===== src/tape_seq_regs.vh =====
// constants for the tape function sequencer
`ifndef TAPE_SEQ_REGS_VH
`define TAPE_SEQ_REGS_VH

// ****************************************
// function codes
// ****************************************
`define FN_MOVE      3'h0
`define FN_SEARCH    3'h1
`define FN_RD_DATA   3'h2
`define FN_RD_ALL    3'h3
`define FN_WR_DATA   3'h4
`define FN_WR_ALL    3'h5
`define FN_WR_TIMING 3'h6
`define FN_UNUSED    3'h7

// ****************************************
// widths and sizes
// ****************************************
`define WORD_W      18
`define ADDR_W      15
`define BLOCK_WORDS 9'h100
`define FIFO_DEPTH  4
`define FIFO_AW     2
`define SYNC_N      7

// ****************************************
// timing, printed figures then cycles
// ****************************************
`define CLK_MHZ        20
`define WORD_US        200
`define RESP_US        200
`define RESP_TOL_PCT   30
`define SW_RD_US       400
`define SW_SRCH_US     1000
`define MOTION_MS      375
`define WORD_CYC       (`WORD_US * `CLK_MHZ)
`define WORD_LAST      12'hf9f  // last count of one word period
`define RESP_CYC       (`RESP_US * `CLK_MHZ * (100 + `RESP_TOL_PCT) / 100)
`define SW_RD_CYC      (`SW_RD_US * `CLK_MHZ)
`define SW_SRCH_CYC    (`SW_SRCH_US * `CLK_MHZ)
`define MOTION_CYC     (`MOTION_MS * 1000 * `CLK_MHZ)
`endif


===== src/word_fifo.v =====
// small synchronous fifo with valid/ready on both sides
`timescale 1ns/1ps
module word_fifo
#(
    parameter WIDTH = 18,
    parameter DEPTH = 4,
    parameter AW    = 2
)
(
    input  wire             mclk,
    input  wire             srst,
    input  wire             flush,
    input  wire             in_valid,
    output wire             in_ready,
    input  wire [WIDTH-1:0] in_data,
    output wire             out_valid,
    input  wire             out_ready,
    output wire [WIDTH-1:0] out_data
);

    reg [WIDTH-1:0] mem_ff [0:DEPTH-1];
    reg [AW-1:0]    wr_ptr_ff;
    reg [AW-1:0]    rd_ptr_ff;
    reg [AW:0]      count_ff;
    wire            push;
    wire            pop;

    // honest flags straight from the occupancy count
    assign in_ready  = (count_ff != DEPTH[AW:0]);
    assign out_valid = (count_ff != {(AW+1){1'b0}});
    assign push      = in_valid & in_ready;
    assign pop       = out_valid & out_ready;
    assign out_data  = mem_ff[rd_ptr_ff];

    // storage, no reset needed on the array
    always @(posedge mclk)
    begin
        if (push)
            mem_ff[wr_ptr_ff] <= in_data;
    end

    // pointers and count; flush drops everything held
    always @(posedge mclk)
    begin
        if (srst | flush)
        begin
            wr_ptr_ff <= {AW{1'b0}};
            rd_ptr_ff <= {AW{1'b0}};
            count_ff  <= {(AW+1){1'b0}};
        end
        else
        begin
            if (push)
                wr_ptr_ff <= wr_ptr_ff + 1'b1;
            if (pop)
                rd_ptr_ff <= rd_ptr_ff + 1'b1;
            if (push & ~pop)
                count_ff <= count_ff + 1'b1;
            else if (pop & ~push)
                count_ff <= count_ff - 1'b1;
        end
    end

endmodule


===== src/tape_function_sequencer.v =====
// function, counter, flag and error sequencing for a block tape control
`timescale 1ns/1ps
`include "tape_seq_regs.vh"
module tape_function_sequencer
#(
    parameter [22:0] MOTION_CYC  = `MOTION_CYC,
    parameter [22:0] SW_RD_CYC   = `SW_RD_CYC,
    parameter [22:0] SW_SRCH_CYC = `SW_SRCH_CYC,
    parameter [22:0] RESP_CYC    = `RESP_CYC
)
(
    input  wire                mclk,
    input  wire                srst,
    input  wire                go,
    input  wire                reverse,
    input  wire [2:0]          func_code,
    input  wire                continuous_mode,
    input  wire                ca_load,
    input  wire [`ADDR_W-1:0]  ca_load_val,
    input  wire                wc_load,
    input  wire [`WORD_W-1:0]  wc_load_val,
    input  wire                flag_clear,
    input  wire                err_clear,
    output reg                 tape_done_flag_ff,
    output reg                 select_error_ff,
    output reg                 end_of_tape_error_ff,
    output reg                 timing_error_ff,
    output reg                 mark_track_error_ff,
    output reg                 parity_error_ff,
    output reg                 wc_overflow_ff,
    output reg  [`ADDR_W-1:0]  current_address_ff,
    output reg  [`WORD_W-1:0]  word_count_ff,
    output wire                at_speed,
    output reg                 motor_on_ff,
    output reg                 motor_rev_ff,
    output wire                ch_req,
    output wire                ch_to_mem,
    input  wire                ch_ack,
    output wire [`ADDR_W-1:0]  ch_addr,
    output wire [`WORD_W-1:0]  ch_rdata,
    input  wire [`WORD_W-1:0]  ch_wdata,
    input  wire                block_mark_pin,
    input  wire                block_end_pin,
    input  wire                word_ready_pin,
    input  wire [`WORD_W-1:0]  tape_rdata_pin,
    input  wire                select_fault_pin,
    input  wire                end_zone_pin,
    input  wire                mark_fault_pin,
    input  wire                parity_fault_pin,
    output reg  [`WORD_W-1:0]  tape_wdata_ff,
    output reg                 tape_wstrobe_ff
);

    // ****************************************
    // motion states, one-hot
    // ****************************************
    localparam [4:0] ST_IDLE   = 5'h01;
    localparam [4:0] ST_ACCEL  = 5'h02;
    localparam [4:0] ST_SWITCH = 5'h04;
    localparam [4:0] ST_RUN    = 5'h08;
    localparam [4:0] ST_DECEL  = 5'h10;

    reg  [4:0]            state_ff;
    reg  [4:0]            nxt_state;
    reg  [22:0]           timer_ff;
    reg  [22:0]           nxt_timer;
    reg  [2:0]            func_ff;
    reg                   mode_ff;
    reg                   go_d_ff;
    reg  [11:0]           word_tmr_ff;
    reg  [8:0]            blk_cnt_ff;
    reg                   in_blk_ff;
    reg  [22:0]           resp_tmr_ff;
    reg  [`WORD_W-1:0]    rd_word_ff;
    reg                   rd_push_ff;

    // ****************************************
    // pin synchronisers
    // ****************************************
    wire [`SYNC_N-1:0]    pins_raw;
    reg  [`SYNC_N-1:0]    sync0_ff;
    reg  [`SYNC_N-1:0]    sync1_ff;
    reg  [`SYNC_N-1:0]    sync2_ff;
    reg  [`SYNC_N-1:0]    filt_ff;
    reg  [`SYNC_N-1:0]    filt_d_ff;
    wire [`SYNC_N-1:0]    rise;

    assign pins_raw = {parity_fault_pin, mark_fault_pin, end_zone_pin,
                       select_fault_pin, word_ready_pin, block_end_pin,
                       block_mark_pin};

    // three stages; a level counts only when stages two and three agree
    genvar gi;
    generate
        for (gi = 0; gi < `SYNC_N; gi = gi + 1)
        begin : g_sync
            always @(posedge mclk)
            begin
                if (srst)
                begin
                    sync0_ff[gi]  <= 1'b0;
                    sync1_ff[gi]  <= 1'b0;
                    sync2_ff[gi]  <= 1'b0;
                    filt_ff[gi]   <= 1'b0;
                    filt_d_ff[gi] <= 1'b0;
                end
                else
                begin
                    sync0_ff[gi]  <= pins_raw[gi];
                    sync1_ff[gi]  <= sync0_ff[gi];
                    sync2_ff[gi]  <= sync1_ff[gi];
                    if (sync1_ff[gi] == sync2_ff[gi])
                        filt_ff[gi] <= sync2_ff[gi];
                    filt_d_ff[gi] <= filt_ff[gi];
                end
            end
        end
    endgenerate

    assign rise = filt_ff & ~filt_d_ff;

    wire blk_mark_evt = rise[0];
    wire blk_end_evt  = rise[1];
    wire word_evt     = rise[2];
    wire sel_evt      = rise[3];
    wire eot_evt      = rise[4];
    wire mark_evt     = rise[5];
    wire par_evt      = rise[6];

    // ****************************************
    // function decode
    // ****************************************
    wire fn_move   = (func_ff == `FN_MOVE);
    wire fn_search = (func_ff == `FN_SEARCH);
    wire fn_rdata  = (func_ff == `FN_RD_DATA);
    wire fn_data   = fn_rdata | (func_ff == `FN_WR_DATA);
    wire fn_all    = (func_ff == `FN_RD_ALL) | (func_ff == `FN_WR_ALL) |
                     (func_ff == `FN_WR_TIMING);
    wire fn_write  = (func_ff == `FN_WR_DATA) | (func_ff == `FN_WR_ALL) |
                     (func_ff == `FN_WR_TIMING);
    wire fn_read   = fn_rdata | (func_ff == `FN_RD_ALL);
    wire fn_xfer   = fn_read | fn_write;                             // code 7 in none
    wire cm        = mode_ff;

    wire run       = state_ff[3];
    wire func_chg  = (func_code != func_ff) | (continuous_mode != mode_ff);
    wire new_func  = func_chg | (go & ~go_d_ff);
    wire to_data   = fn_search & ((func_code == `FN_RD_DATA) | (func_code == `FN_WR_DATA));
    wire to_search = fn_xfer & (func_code == `FN_SEARCH);

    assign at_speed = run;

    // ****************************************
    // data path through the fifo
    // ****************************************
    wire                fifo_in_valid;
    wire                fifo_in_ready;
    wire [`WORD_W-1:0]  fifo_in_data;
    wire                fifo_out_valid;
    wire                fifo_out_ready;
    wire [`WORD_W-1:0]  fifo_out_data;
    wire                word_tick;
    wire                tape_emit;
    wire                xfer;

    // channel side: reads drain the fifo, writes fill it
    assign ch_req    = run & fn_xfer & ~wc_overflow_ff &
                       (fn_write ? fifo_in_ready : fifo_out_valid);
    assign ch_to_mem = fn_read;
    assign ch_addr   = current_address_ff;
    assign ch_rdata  = fifo_out_data;
    assign xfer      = ch_req & ch_ack;

    // write cadence: one word per word period inside a block
    assign word_tick = (word_tmr_ff == `WORD_LAST);
    assign tape_emit = run & fn_write & in_blk_ff & word_tick &
                       fifo_out_valid & ~wc_overflow_ff;

    assign fifo_in_valid  = fn_write ? xfer : rd_push_ff;
    assign fifo_in_data   = fn_write ? ch_wdata : rd_word_ff;
    assign fifo_out_ready = fn_write ? tape_emit : xfer;

    word_fifo
    #(
        .WIDTH (`WORD_W),
        .DEPTH (`FIFO_DEPTH),
        .AW    (`FIFO_AW)
    )
    u_fifo
    (
        .mclk      (mclk),
        .srst      (srst),
        .flush     (new_func),
        .in_valid  (fifo_in_valid),
        .in_ready  (fifo_in_ready),
        .in_data   (fifo_in_data),
        .out_valid (fifo_out_valid),
        .out_ready (fifo_out_ready),
        .out_data  (fifo_out_data)
    );

    // ****************************************
    // counter events
    // ****************************************
    wire wc_inc  = run & ((fn_search & blk_mark_evt) | (fn_xfer & xfer));
    wire ca_inc  = run & fn_xfer & xfer;
    wire wc_wrap = wc_inc & (&word_count_ff);
    wire ovf_now = wc_overflow_ff | wc_wrap;

    // flag per function and mode; move and code 7 never set it
    wire set_flag = run & (
        (fn_search & blk_mark_evt & (~cm | wc_wrap)) |
        (fn_data & blk_end_evt & (~cm | ovf_now)) |
        (fn_all & xfer & (~cm | wc_wrap)));

    // timing faults: late channel, read overrun, write underrun
    wire rd_overrun = rd_push_ff & ~fifo_in_ready & ~wc_overflow_ff;
    wire wr_under   = run & fn_write & in_blk_ff & word_tick &
                      ~fifo_out_valid & ~wc_overflow_ff;
    wire resp_late  = ch_req & (resp_tmr_ff == RESP_CYC);
    wire tim_evt    = ~fn_move & (rd_overrun | wr_under | resp_late);

    // ****************************************
    // motion sequencer
    // ****************************************
    // a stop request always wins; turnaround re-accelerates
    always @*
    begin
        nxt_state = state_ff;
        nxt_timer = (timer_ff != 23'h0) ? timer_ff - 23'h1 : 23'h0;
        case (state_ff)
            ST_IDLE:
            begin
                if (go)
                begin
                    nxt_state = ST_ACCEL;
                    nxt_timer = MOTION_CYC;
                end
            end
            ST_ACCEL, ST_SWITCH:
            begin
                if (~go)
                begin
                    nxt_state = ST_DECEL;
                    nxt_timer = MOTION_CYC;
                end
                else if (timer_ff == 23'h0)
                    nxt_state = ST_RUN;
            end
            ST_RUN:
            begin
                if (~go)
                begin
                    nxt_state = ST_DECEL;
                    nxt_timer = MOTION_CYC;
                end
                else if (reverse != motor_rev_ff)
                begin
                    nxt_state = ST_ACCEL;
                    nxt_timer = MOTION_CYC;
                end
                else if (to_data)
                begin
                    nxt_state = ST_SWITCH;
                    nxt_timer = SW_RD_CYC;
                end
                else if (to_search)
                begin
                    nxt_state = ST_SWITCH;
                    nxt_timer = SW_SRCH_CYC;
                end
            end
            ST_DECEL:
            begin
                if (timer_ff == 23'h0)
                    nxt_state = ST_IDLE;
            end
            default:
            begin
                nxt_state = ST_IDLE;
                nxt_timer = 23'h0;
            end
        endcase
    end

    // state, motor and host-side latches
    always @(posedge mclk)
    begin
        if (srst)
        begin
            state_ff     <= ST_IDLE;
            timer_ff     <= 23'h0;
            func_ff      <= `FN_MOVE;
            mode_ff      <= 1'b0;
            go_d_ff      <= 1'b0;
            motor_on_ff  <= 1'b0;
            motor_rev_ff <= 1'b0;
        end
        else
        begin
            state_ff    <= nxt_state;
            timer_ff    <= nxt_timer;
            func_ff     <= func_code;
            mode_ff     <= continuous_mode;
            go_d_ff     <= go;
            motor_on_ff <= ~nxt_state[0];
            // direction only flips when a (re)start begins
            if (nxt_state[1] & ~state_ff[1])
                motor_rev_ff <= reverse;
        end
    end

    // ****************************************
    // tape-side word handling
    // ****************************************
    // read data is stable well before the synchronised strobe edge
    always @(posedge mclk)
    begin
        if (srst)
        begin
            rd_word_ff      <= {`WORD_W{1'b0}};
            rd_push_ff      <= 1'b0;
            word_tmr_ff     <= 12'h0;
            blk_cnt_ff      <= 9'h0;
            in_blk_ff       <= 1'b0;
            tape_wdata_ff   <= {`WORD_W{1'b0}};
            tape_wstrobe_ff <= 1'b0;
            resp_tmr_ff     <= 23'h0;
        end
        else
        begin
            rd_push_ff <= run & fn_read & in_blk_ff & word_evt &
                          ~wc_overflow_ff;
            if (word_evt)
                rd_word_ff <= tape_rdata_pin;
            word_tmr_ff <= word_tick ? 12'h0 : word_tmr_ff + 12'h1;
            tape_wstrobe_ff <= tape_emit;
            if (tape_emit)
                tape_wdata_ff <= fifo_out_data;
            // block window closes at its end or after a full block
            if (blk_mark_evt)
            begin
                in_blk_ff  <= 1'b1;
                blk_cnt_ff <= 9'h0;
            end
            else if (blk_end_evt | (blk_cnt_ff == `BLOCK_WORDS))
                in_blk_ff <= 1'b0;
            else if (tape_emit | (word_evt & fn_read))
                blk_cnt_ff <= blk_cnt_ff + 9'h1;
            // channel wait timer, saturates at the limit
            if (~ch_req | ch_ack)
                resp_tmr_ff <= 23'h0;
            else if (resp_tmr_ff != RESP_CYC)
                resp_tmr_ff <= resp_tmr_ff + 23'h1;
        end
    end

    // ****************************************
    // address and word counters
    // ****************************************
    // a software load outranks a count in the same cycle
    always @(posedge mclk)
    begin
        if (srst)
        begin
            current_address_ff <= {`ADDR_W{1'b0}};
            word_count_ff      <= {`WORD_W{1'b0}};
            wc_overflow_ff     <= 1'b0;
        end
        else
        begin
            if (ca_load)
                current_address_ff <= ca_load_val;
            else if (ca_inc)
                current_address_ff <= current_address_ff + 1'b1;
            // budget arrives as a negative count
            if (wc_load)
                word_count_ff <= wc_load_val;
            else if (wc_inc)
                word_count_ff <= word_count_ff + 1'b1;
            if (new_func)
                wc_overflow_ff <= 1'b0;
            else if (wc_wrap)
                wc_overflow_ff <= 1'b1;
        end
    end

    // ****************************************
    // done flag and error flags
    // ****************************************
    // sticky; a new event in the clear cycle still lands
    always @(posedge mclk)
    begin
        if (srst)
        begin
            tape_done_flag_ff    <= 1'b0;
            select_error_ff      <= 1'b0;
            end_of_tape_error_ff <= 1'b0;
            timing_error_ff      <= 1'b0;
            mark_track_error_ff  <= 1'b0;
            parity_error_ff      <= 1'b0;
        end
        else
        begin
            tape_done_flag_ff <= set_flag | (tape_done_flag_ff & ~flag_clear);
            select_error_ff <= (motor_on_ff & sel_evt) |
                               (select_error_ff & ~err_clear);
            end_of_tape_error_ff <= (run & eot_evt & (func_ff != `FN_WR_TIMING)) |
                                    (end_of_tape_error_ff & ~err_clear);
            timing_error_ff <= (run & tim_evt) |
                               (timing_error_ff & ~err_clear);
            mark_track_error_ff <= (run & mark_evt & (fn_search | fn_data |
                                    (func_ff == `FN_RD_ALL) | (func_ff == `FN_WR_ALL))) |
                                   (mark_track_error_ff & ~err_clear);
            parity_error_ff <= (run & par_evt & fn_rdata) |
                               (parity_error_ff & ~err_clear);
        end
    end

endmodule


===== config.mk =====
export PLATFORM = sky130hd
export DESIGN_NAME = tape_function_sequencer
export DESIGN_NICKNAME = d
export VERILOG_FILES = /design/src/word_fifo.v /design/src/tape_function_sequencer.v
export VERILOG_INCLUDE_DIRS = /design/src /design/src/src
export SDC_FILE = /design/constraint.sdc
export NUM_CORES = 1
export LEC_CHECK = 0
export CORE_MARGIN = 2
export CORE_UTILIZATION = 53
export CTS_BUF_LIST = sky130_fd_sc_hd__clkbuf_2 sky130_fd_sc_hd__clkbuf_4 sky130_fd_sc_hd__clkbuf_8
export CTS_CLUSTER_DIAMETER = 80
export DETAILED_ROUTE_END_ITERATION = 10
export DONT_BUFFER_PORTS = 1
export GPL_TIMING_DRIVEN = 0
export HOLD_SLACK_MARGIN = 0.15
export PLACE_DENSITY_LB_ADDON = 0.12
export SLEW_MARGIN = 0
export SYNTH_ARGS = -nofsm -noshare
export SYNTH_HDL_FRONTEND = slang
export SYNTH_HIERARCHICAL = 1
export SYNTH_SLANG_ARGS = --single-unit

===== constraint.sdc =====
create_clock -name mclk -period 8.42 [get_ports mclk]
set_input_delay 1.684 -clock mclk [delete_from_list [all_inputs] [get_ports mclk]]
set_output_delay 1.684 -clock mclk [all_outputs]
set_load 0.05 [all_outputs]

Yosys cells after proc, flatten, opt, wreduce, memory -nomap -nowiden
Memories as Yosys holds them, arrays and structs flattened. A register that Yosys moved wholly into a read port is not among the register bits.
Cells that the tools add are included.
Widths: inputs -> output; s select.

cells by class
  $add $sub $neg = 10
  multiply operators = 0
  divide/modulo/power cells = 0
  magnitude comparators = 0
  eq/ne operators = 34
  shifts and indexed selects = 0
  mux-type cells = 33
  bitwise gates (word level) = 100
  reduce and logical (&&, ||, !) cells = 16

operator list
  operator               number
  $mux 23                7
  $pmux 23 s4            1
  $mux 18                3
  $and 1x1->1            53
  $mux 5                 8
  $or 1x1->1             31
  $mux 15                2
  $add 23x1->23 const B  1
  $eq 23x13->1 const B   1
  $logic_not 23->1       1
  $ne 23x13->1 const B   1
  $reduce_bool 23->1     1
  $sub 23x1->23 const B  1
  $pmux 5 s4             1
  $add 18x1->18 const B  1
  $reduce_and 18->1      1
  $add 15x1->15 const B  1
  $not 1->1              14
  $add 12x1->12 const B  1
  $eq 12x12->1 const B   1
  $eq 3x3->1 const B     4
  $reduce_or 2->1        5
  $add 9x1->9 const B    1
  $eq 3x2->1 const B     3
  other kinds (26)       49

storage, ports and cells
  register bits after elaboration = 200
  bits in latches = 0
  bits in writable memories = 72
  bits in read-only memories = 0
  output and inout bits = 97
  logic and storage cells = 257
  memories = 1

memory list
  memory         depth  bits a word  rd ports  clocked after memory_dff  wr ports  line            source
  u_fifo.mem_ff  4      18           1         1                         1         word_fifo.v:21  reg [WIDTH-1:0] mem_ff [0:DEPTH-1];

Depth between registers and ports, before layout
  depth after elaboration = 19
  mapped depth = 14
  depth with buffers taken out = 12

Hierarchy
The synthesis kept the hierarchy.

modules (own cells, without submodules)
  module                   instances  cells each  area each (µm²)
  tape_function_sequencer  1          1041        8784.7
  word_fifo                1          143         3074.2

Worst setup path before layout
OpenSTA, ideal clock, no wires.

  path kind = input to register
  start point = in ch_ack
  end point = reg u_fifo.count_ff[2]
  library setup time = 0.070 ns
  arrival time = 3.794 ns
  setup slack = 4.556 ns
  stages = 10
  path buffers = 0
  cells stage by stage = nand4_1 -> nor2_1 -> mux2_2 -> and2_4 -> ha_1 -> inv_1 -> fa_1 -> xor2_1 -> or3_2 -> a21oi_1

between the ends
  word-level cells in the longest chain between the ends = 6
  elaborated cells on any way between the ends = 11
  those cells by class = mux (3); bitwise (7); reduce/logical (1)

RTL lines
  item                                line                           source
  start: declaration                  tape_function_sequencer.v:38   input wire ch_ack,
  $and 1x1->1 *                       tape_function_sequencer.v:172  assign xfer = ch_req & ch_ack;
  $mux 1 *                            tape_function_sequencer.v:179  assign fifo_in_valid = fn_write ? xfer : rd_push_ff;
  via fifo_in_valid                   tape_function_sequencer.v:156  wire fifo_in_valid;
  $and 1x1->1 *                       word_fifo.v:31                 assign push = in_valid & in_ready;
  via u_fifo.push                     word_fifo.v:25                 wire push;
  $not 1->1                           word_fifo.v:59                 else if (pop & ~push)
  $and 1x1->1                         word_fifo.v:59
  $reduce_bool 2->1 (no source line)  n/a
  end signal: assignment              word_fifo.v:49                 count_ff <= {(AW+1){1'b0}};
  end signal: assignment              word_fifo.v:58                 count_ff <= count_ff + 1'b1;
  end signal: assignment              word_fifo.v:60                 count_ff <= count_ff - 1'b1;
  end: declaration                    word_fifo.v:24                 reg [AW:0] count_ff;

Mark *: on every way through the listed nets, which the timed path passes. The rest lies on a longest branch.
A chain may end at the register's enable or synchronous reset.

Final worst setup path
  start point = reg state_ff[3]
  end point = out ch_req

between the ends
  word-level cells in the longest chain between the ends = 3

RTL lines
  item                       line                           source
  start: declaration         tape_function_sequencer.v:63   reg [4:0] state_ff;
  start signal: assignment   tape_function_sequencer.v:301  state_ff <= nxt_state;
  $and 1x1->1 (3 in series)  tape_function_sequencer.v:167  assign ch_req = run & fn_xfer & ~wc_overflow_ff &
  end: declaration           tape_function_sequencer.v:36   output wire ch_req,

No other way between the ends.

==> impl_metrics.yaml <==
power_and_ir_drop:
  p_per_area_mw_per_mm2: 230
  p_leak_nw: 4.66
  power_frac_comb: 0.125
  seqPwrFrac: 0.492
  p_int_mw: 2.19
  power_frac_clock: 0.383
  peakVddDrop_mv: 0.164
  power.switching_mw: 0.823
  switching_share: 0.273
min_path:
  hold_depth: 1
  min_path_type: "flop to flop"
setup_path:
  crit_family: "simple AND/OR/NAND/NOR gates"
  cpPeakStageDelay_ns: 1.13
  worst_path_max_delay_cell: "nor2_1"
  cp.required_ns: 6.74
  worstPathMaxFanout: 9
  crit_buf_inv: 0
  critPathArrivalTime_ns: 3.07
  path_class: "flop to output port"
  r2r_slack_ns: 4.09
  path_depth: 3
  crit_chain: "nor2b_1 -> nand3_1 -> nor2_1"
  worstRegToRegCells: 12
  start_kind: "flop"
  end_kind: "output port"
timing:
  relSlewSlack: 0.120
  fmax_mhz: 210
  period_needed_ns: 4.75
  rsz0062_at_grt: "no"
  max_slew.worst_pin.slew_ns: 1.32
  fin_setup_tns_ns: 0
  setup_violations: 0
  hold_viol_final: 0
  report.final.slew_viol_count: 0
  setup_ws_ns: 3.67
  fin_crit_sh: 0.565
  holdWs_ns: 0.430
  finalClockSkew_ns: 0.0219
routing:
  drt_wl_total_um: 27000
  ant_nets: 0
  vias: 8635
  viasPerCell: 5.59
  drc: 0
  drtPass1Iterations: 6
  wl_per_cell_um: 17.5
  drt_iter0_drc: 554
clocking:
  htreeDepth: 2
  clock_path_buffers: 3
  cts.sinks: 274
  hold_buffers: 0
  cts_tree: "built"
  cts_buffers: 45
  clock_latency_ns: 0.55
  postCtsResizedCells: 0
  post_cts_buffers: 0
  cts-root-buf: "clkbuf_8"
  path_clk_slew_ns: 0.06
grt:
  grt_pass1_vias: 8254
  grt_start_max_net_pins: 19
  grt_overflow: 0
  track_usage: 0.227
  grt_pass1_wl_um: 43500
  antenna_found_initial: 2
finish:
  regArea_mm2: 0.00621
  fill_cells: 1931
  diodes: 0
  multi_input_area_mm2: 0.00522
  area_delta_synth_final_pct: 10.6
  final_core_util: 0.599
  drive_above_1_share: 0.131
  nets: 1335
yosys:
  synth_seq_cells: 274
  yosysSeqAreaShare: 0.523
  synth_area_mm2: 0.0119
  synth_nets: 1288
  synth-edff-count: 72
  yosys-top-cells-count: "dfxtp_1 (202), nand2_1 (151), nor2_1 (110)"
  ys_top_cells_by_area: "dfxtp_1 (34%), edfxtp_1 (18%), nand2_1 (4.8%)"
  synth_top_area_share: 0.341
  syn-instance-count: 1184
  synth_most_common_cell: "dfxtp_1"
  synth_cell_types: 77
  yosysWarnings: 6
  ys.flop_type: "dfxtp_1"
  avgSynthCellArea_um2: 10.0
  yosys.area.top_type: "dfxtp_1"
  async_reset_ff_frac: 0
floorplan:
  core_mm2: 0.0219
  row_count: 54
  die_x_um: 154
  die_area_mm2: 0.0236
  dieHeight_um: 154
  num_io_pins: 186
  start_util: 0.542
status:
  status: "finished, final reports clean"
placed_design:
  dp_slack_ns: 4.06
  globalplace.congestion: 0.811
  hpwl_um: 19100
  numPortBuffers: 0
flow_run:
  maxCapViolCount: 0
==> final timing paths <==
kind / from / end
setup / recovery: state_ff[3] / ch_req
hold / removal: sync0_ff[0] / sync1_ff[0]
setup reg to reg: state_ff[3] / u_fifo/count_ff[2]
hold reg to reg: sync0_ff[0] / sync1_ff[0]
==> worst register-to-register path, stage by stage, from the launching register on <==
cell     delay, ns
dfxtp_1       0.76
nor2b_1       0.24
nand3_1       0.39
nor2_1        1.14
nand2_1       0.20
o21ai_0       0.26
o31ai_1       0.15
ha_1          0.23
inv_1         0.09
fa_1          0.19
xor2_1        0.07
or3_2         0.40
a21oi_1       0.14
==> cells in the final DEF (no fill, tap or decap), types with 18 or more instances in the layout <==
master	n
xnor2_1	33
nand2_1	151
mux2_2	20
mux4_2	18
nor2_1	110
edfxtp_1	72
nand3_1	40
nor2b_1	36
o21ai_0	36
a21oi_1	90
nand4_1	25
dfxtp_1	202
inv_1	24
clkbuf_1	35
clkbuf_8	51
xor2_1	60
==> flip-flops by register name, summed over array words and instances, names as in the netlist, 2 cells and up, named ones only <==
register	flops
u_fifo/mem_ff	72
resp_tmr_ff	23
ch_addr	15
timer_ff	23
filt_ff	7
blk_cnt_ff	9
word_tmr_ff	12
sync0_ff	7
filt_d_ff	7
sync1_ff	7
u_fifo/wr_ptr_ff	2
func_ff	3
word_count_ff	18
u_fifo/rd_ptr_ff	2
tape_wdata_ff	18
rd_word_ff	18
state_ff	5
sync2_ff	7
u_fifo/count_ff	3
==> per-stage QoR <==
step                      total power [mW]  instance area [µm²]  cells
after floorplan                       1.81                11900   1184
after global placement                1.88                12200   1464
after detailed placement              1.88                12200   1464
after CTS                             3.05                13100   1544
after global routing                  3.15                13100   1544
final                                 3.01                13100   1544
==> kinds of logic after synthesis <==
family                   synth area share
multiplexers                       0.0582
AO/OA/AOI/OAI                      0.0906
XOR/XNOR                           0.0687
buffers and inverters              0.0371
adder cells (fa/ha/maj)            0.0165
AND/OR/NAND/NOR                     0.206
flip-flops                          0.523
==> final cells by class <==
type / count / share of cell area
clock buffers: 64 / 0.0610
inverters: 25 / 0.00716
plain buffers: 69 / 0.0264
clock inverters: 16 / 0.00792
well taps: 280 / 0.0267
flip-flops and latches: 274 / 0.473
multi-input cells: 816 / 0.398
==> power by group through the flow <==
| stage | Sequential (mW) | Combinational (mW) | Clock [mW] |
|---|---|---|---|
| floorplan | 1.49 | 0.310 | 0 |
| global placement | 1.51 | 0.375 | 0 |
| detailed placement | 1.51 | 0.375 | 0 |
| CTS | 1.48 | 0.379 | 1.19 |
| global route | 1.49 | 0.426 | 1.24 |
| finish | 1.48 | 0.377 | 1.15 |
==> per-layer routing <==
layer,vias to the layer above,share of wire,wire length [µm],GRT usage
met5,-,0.0010,27,0
met4,4,0.017,464,0.0625
met3,35,0.079,2140,0.0660
met2,255,0.47,12600,0.372
met1,4077,0.44,11800,0.295
li1,4264,-,-,-
No activity file was read; power rests on OpenSTA's default activity.
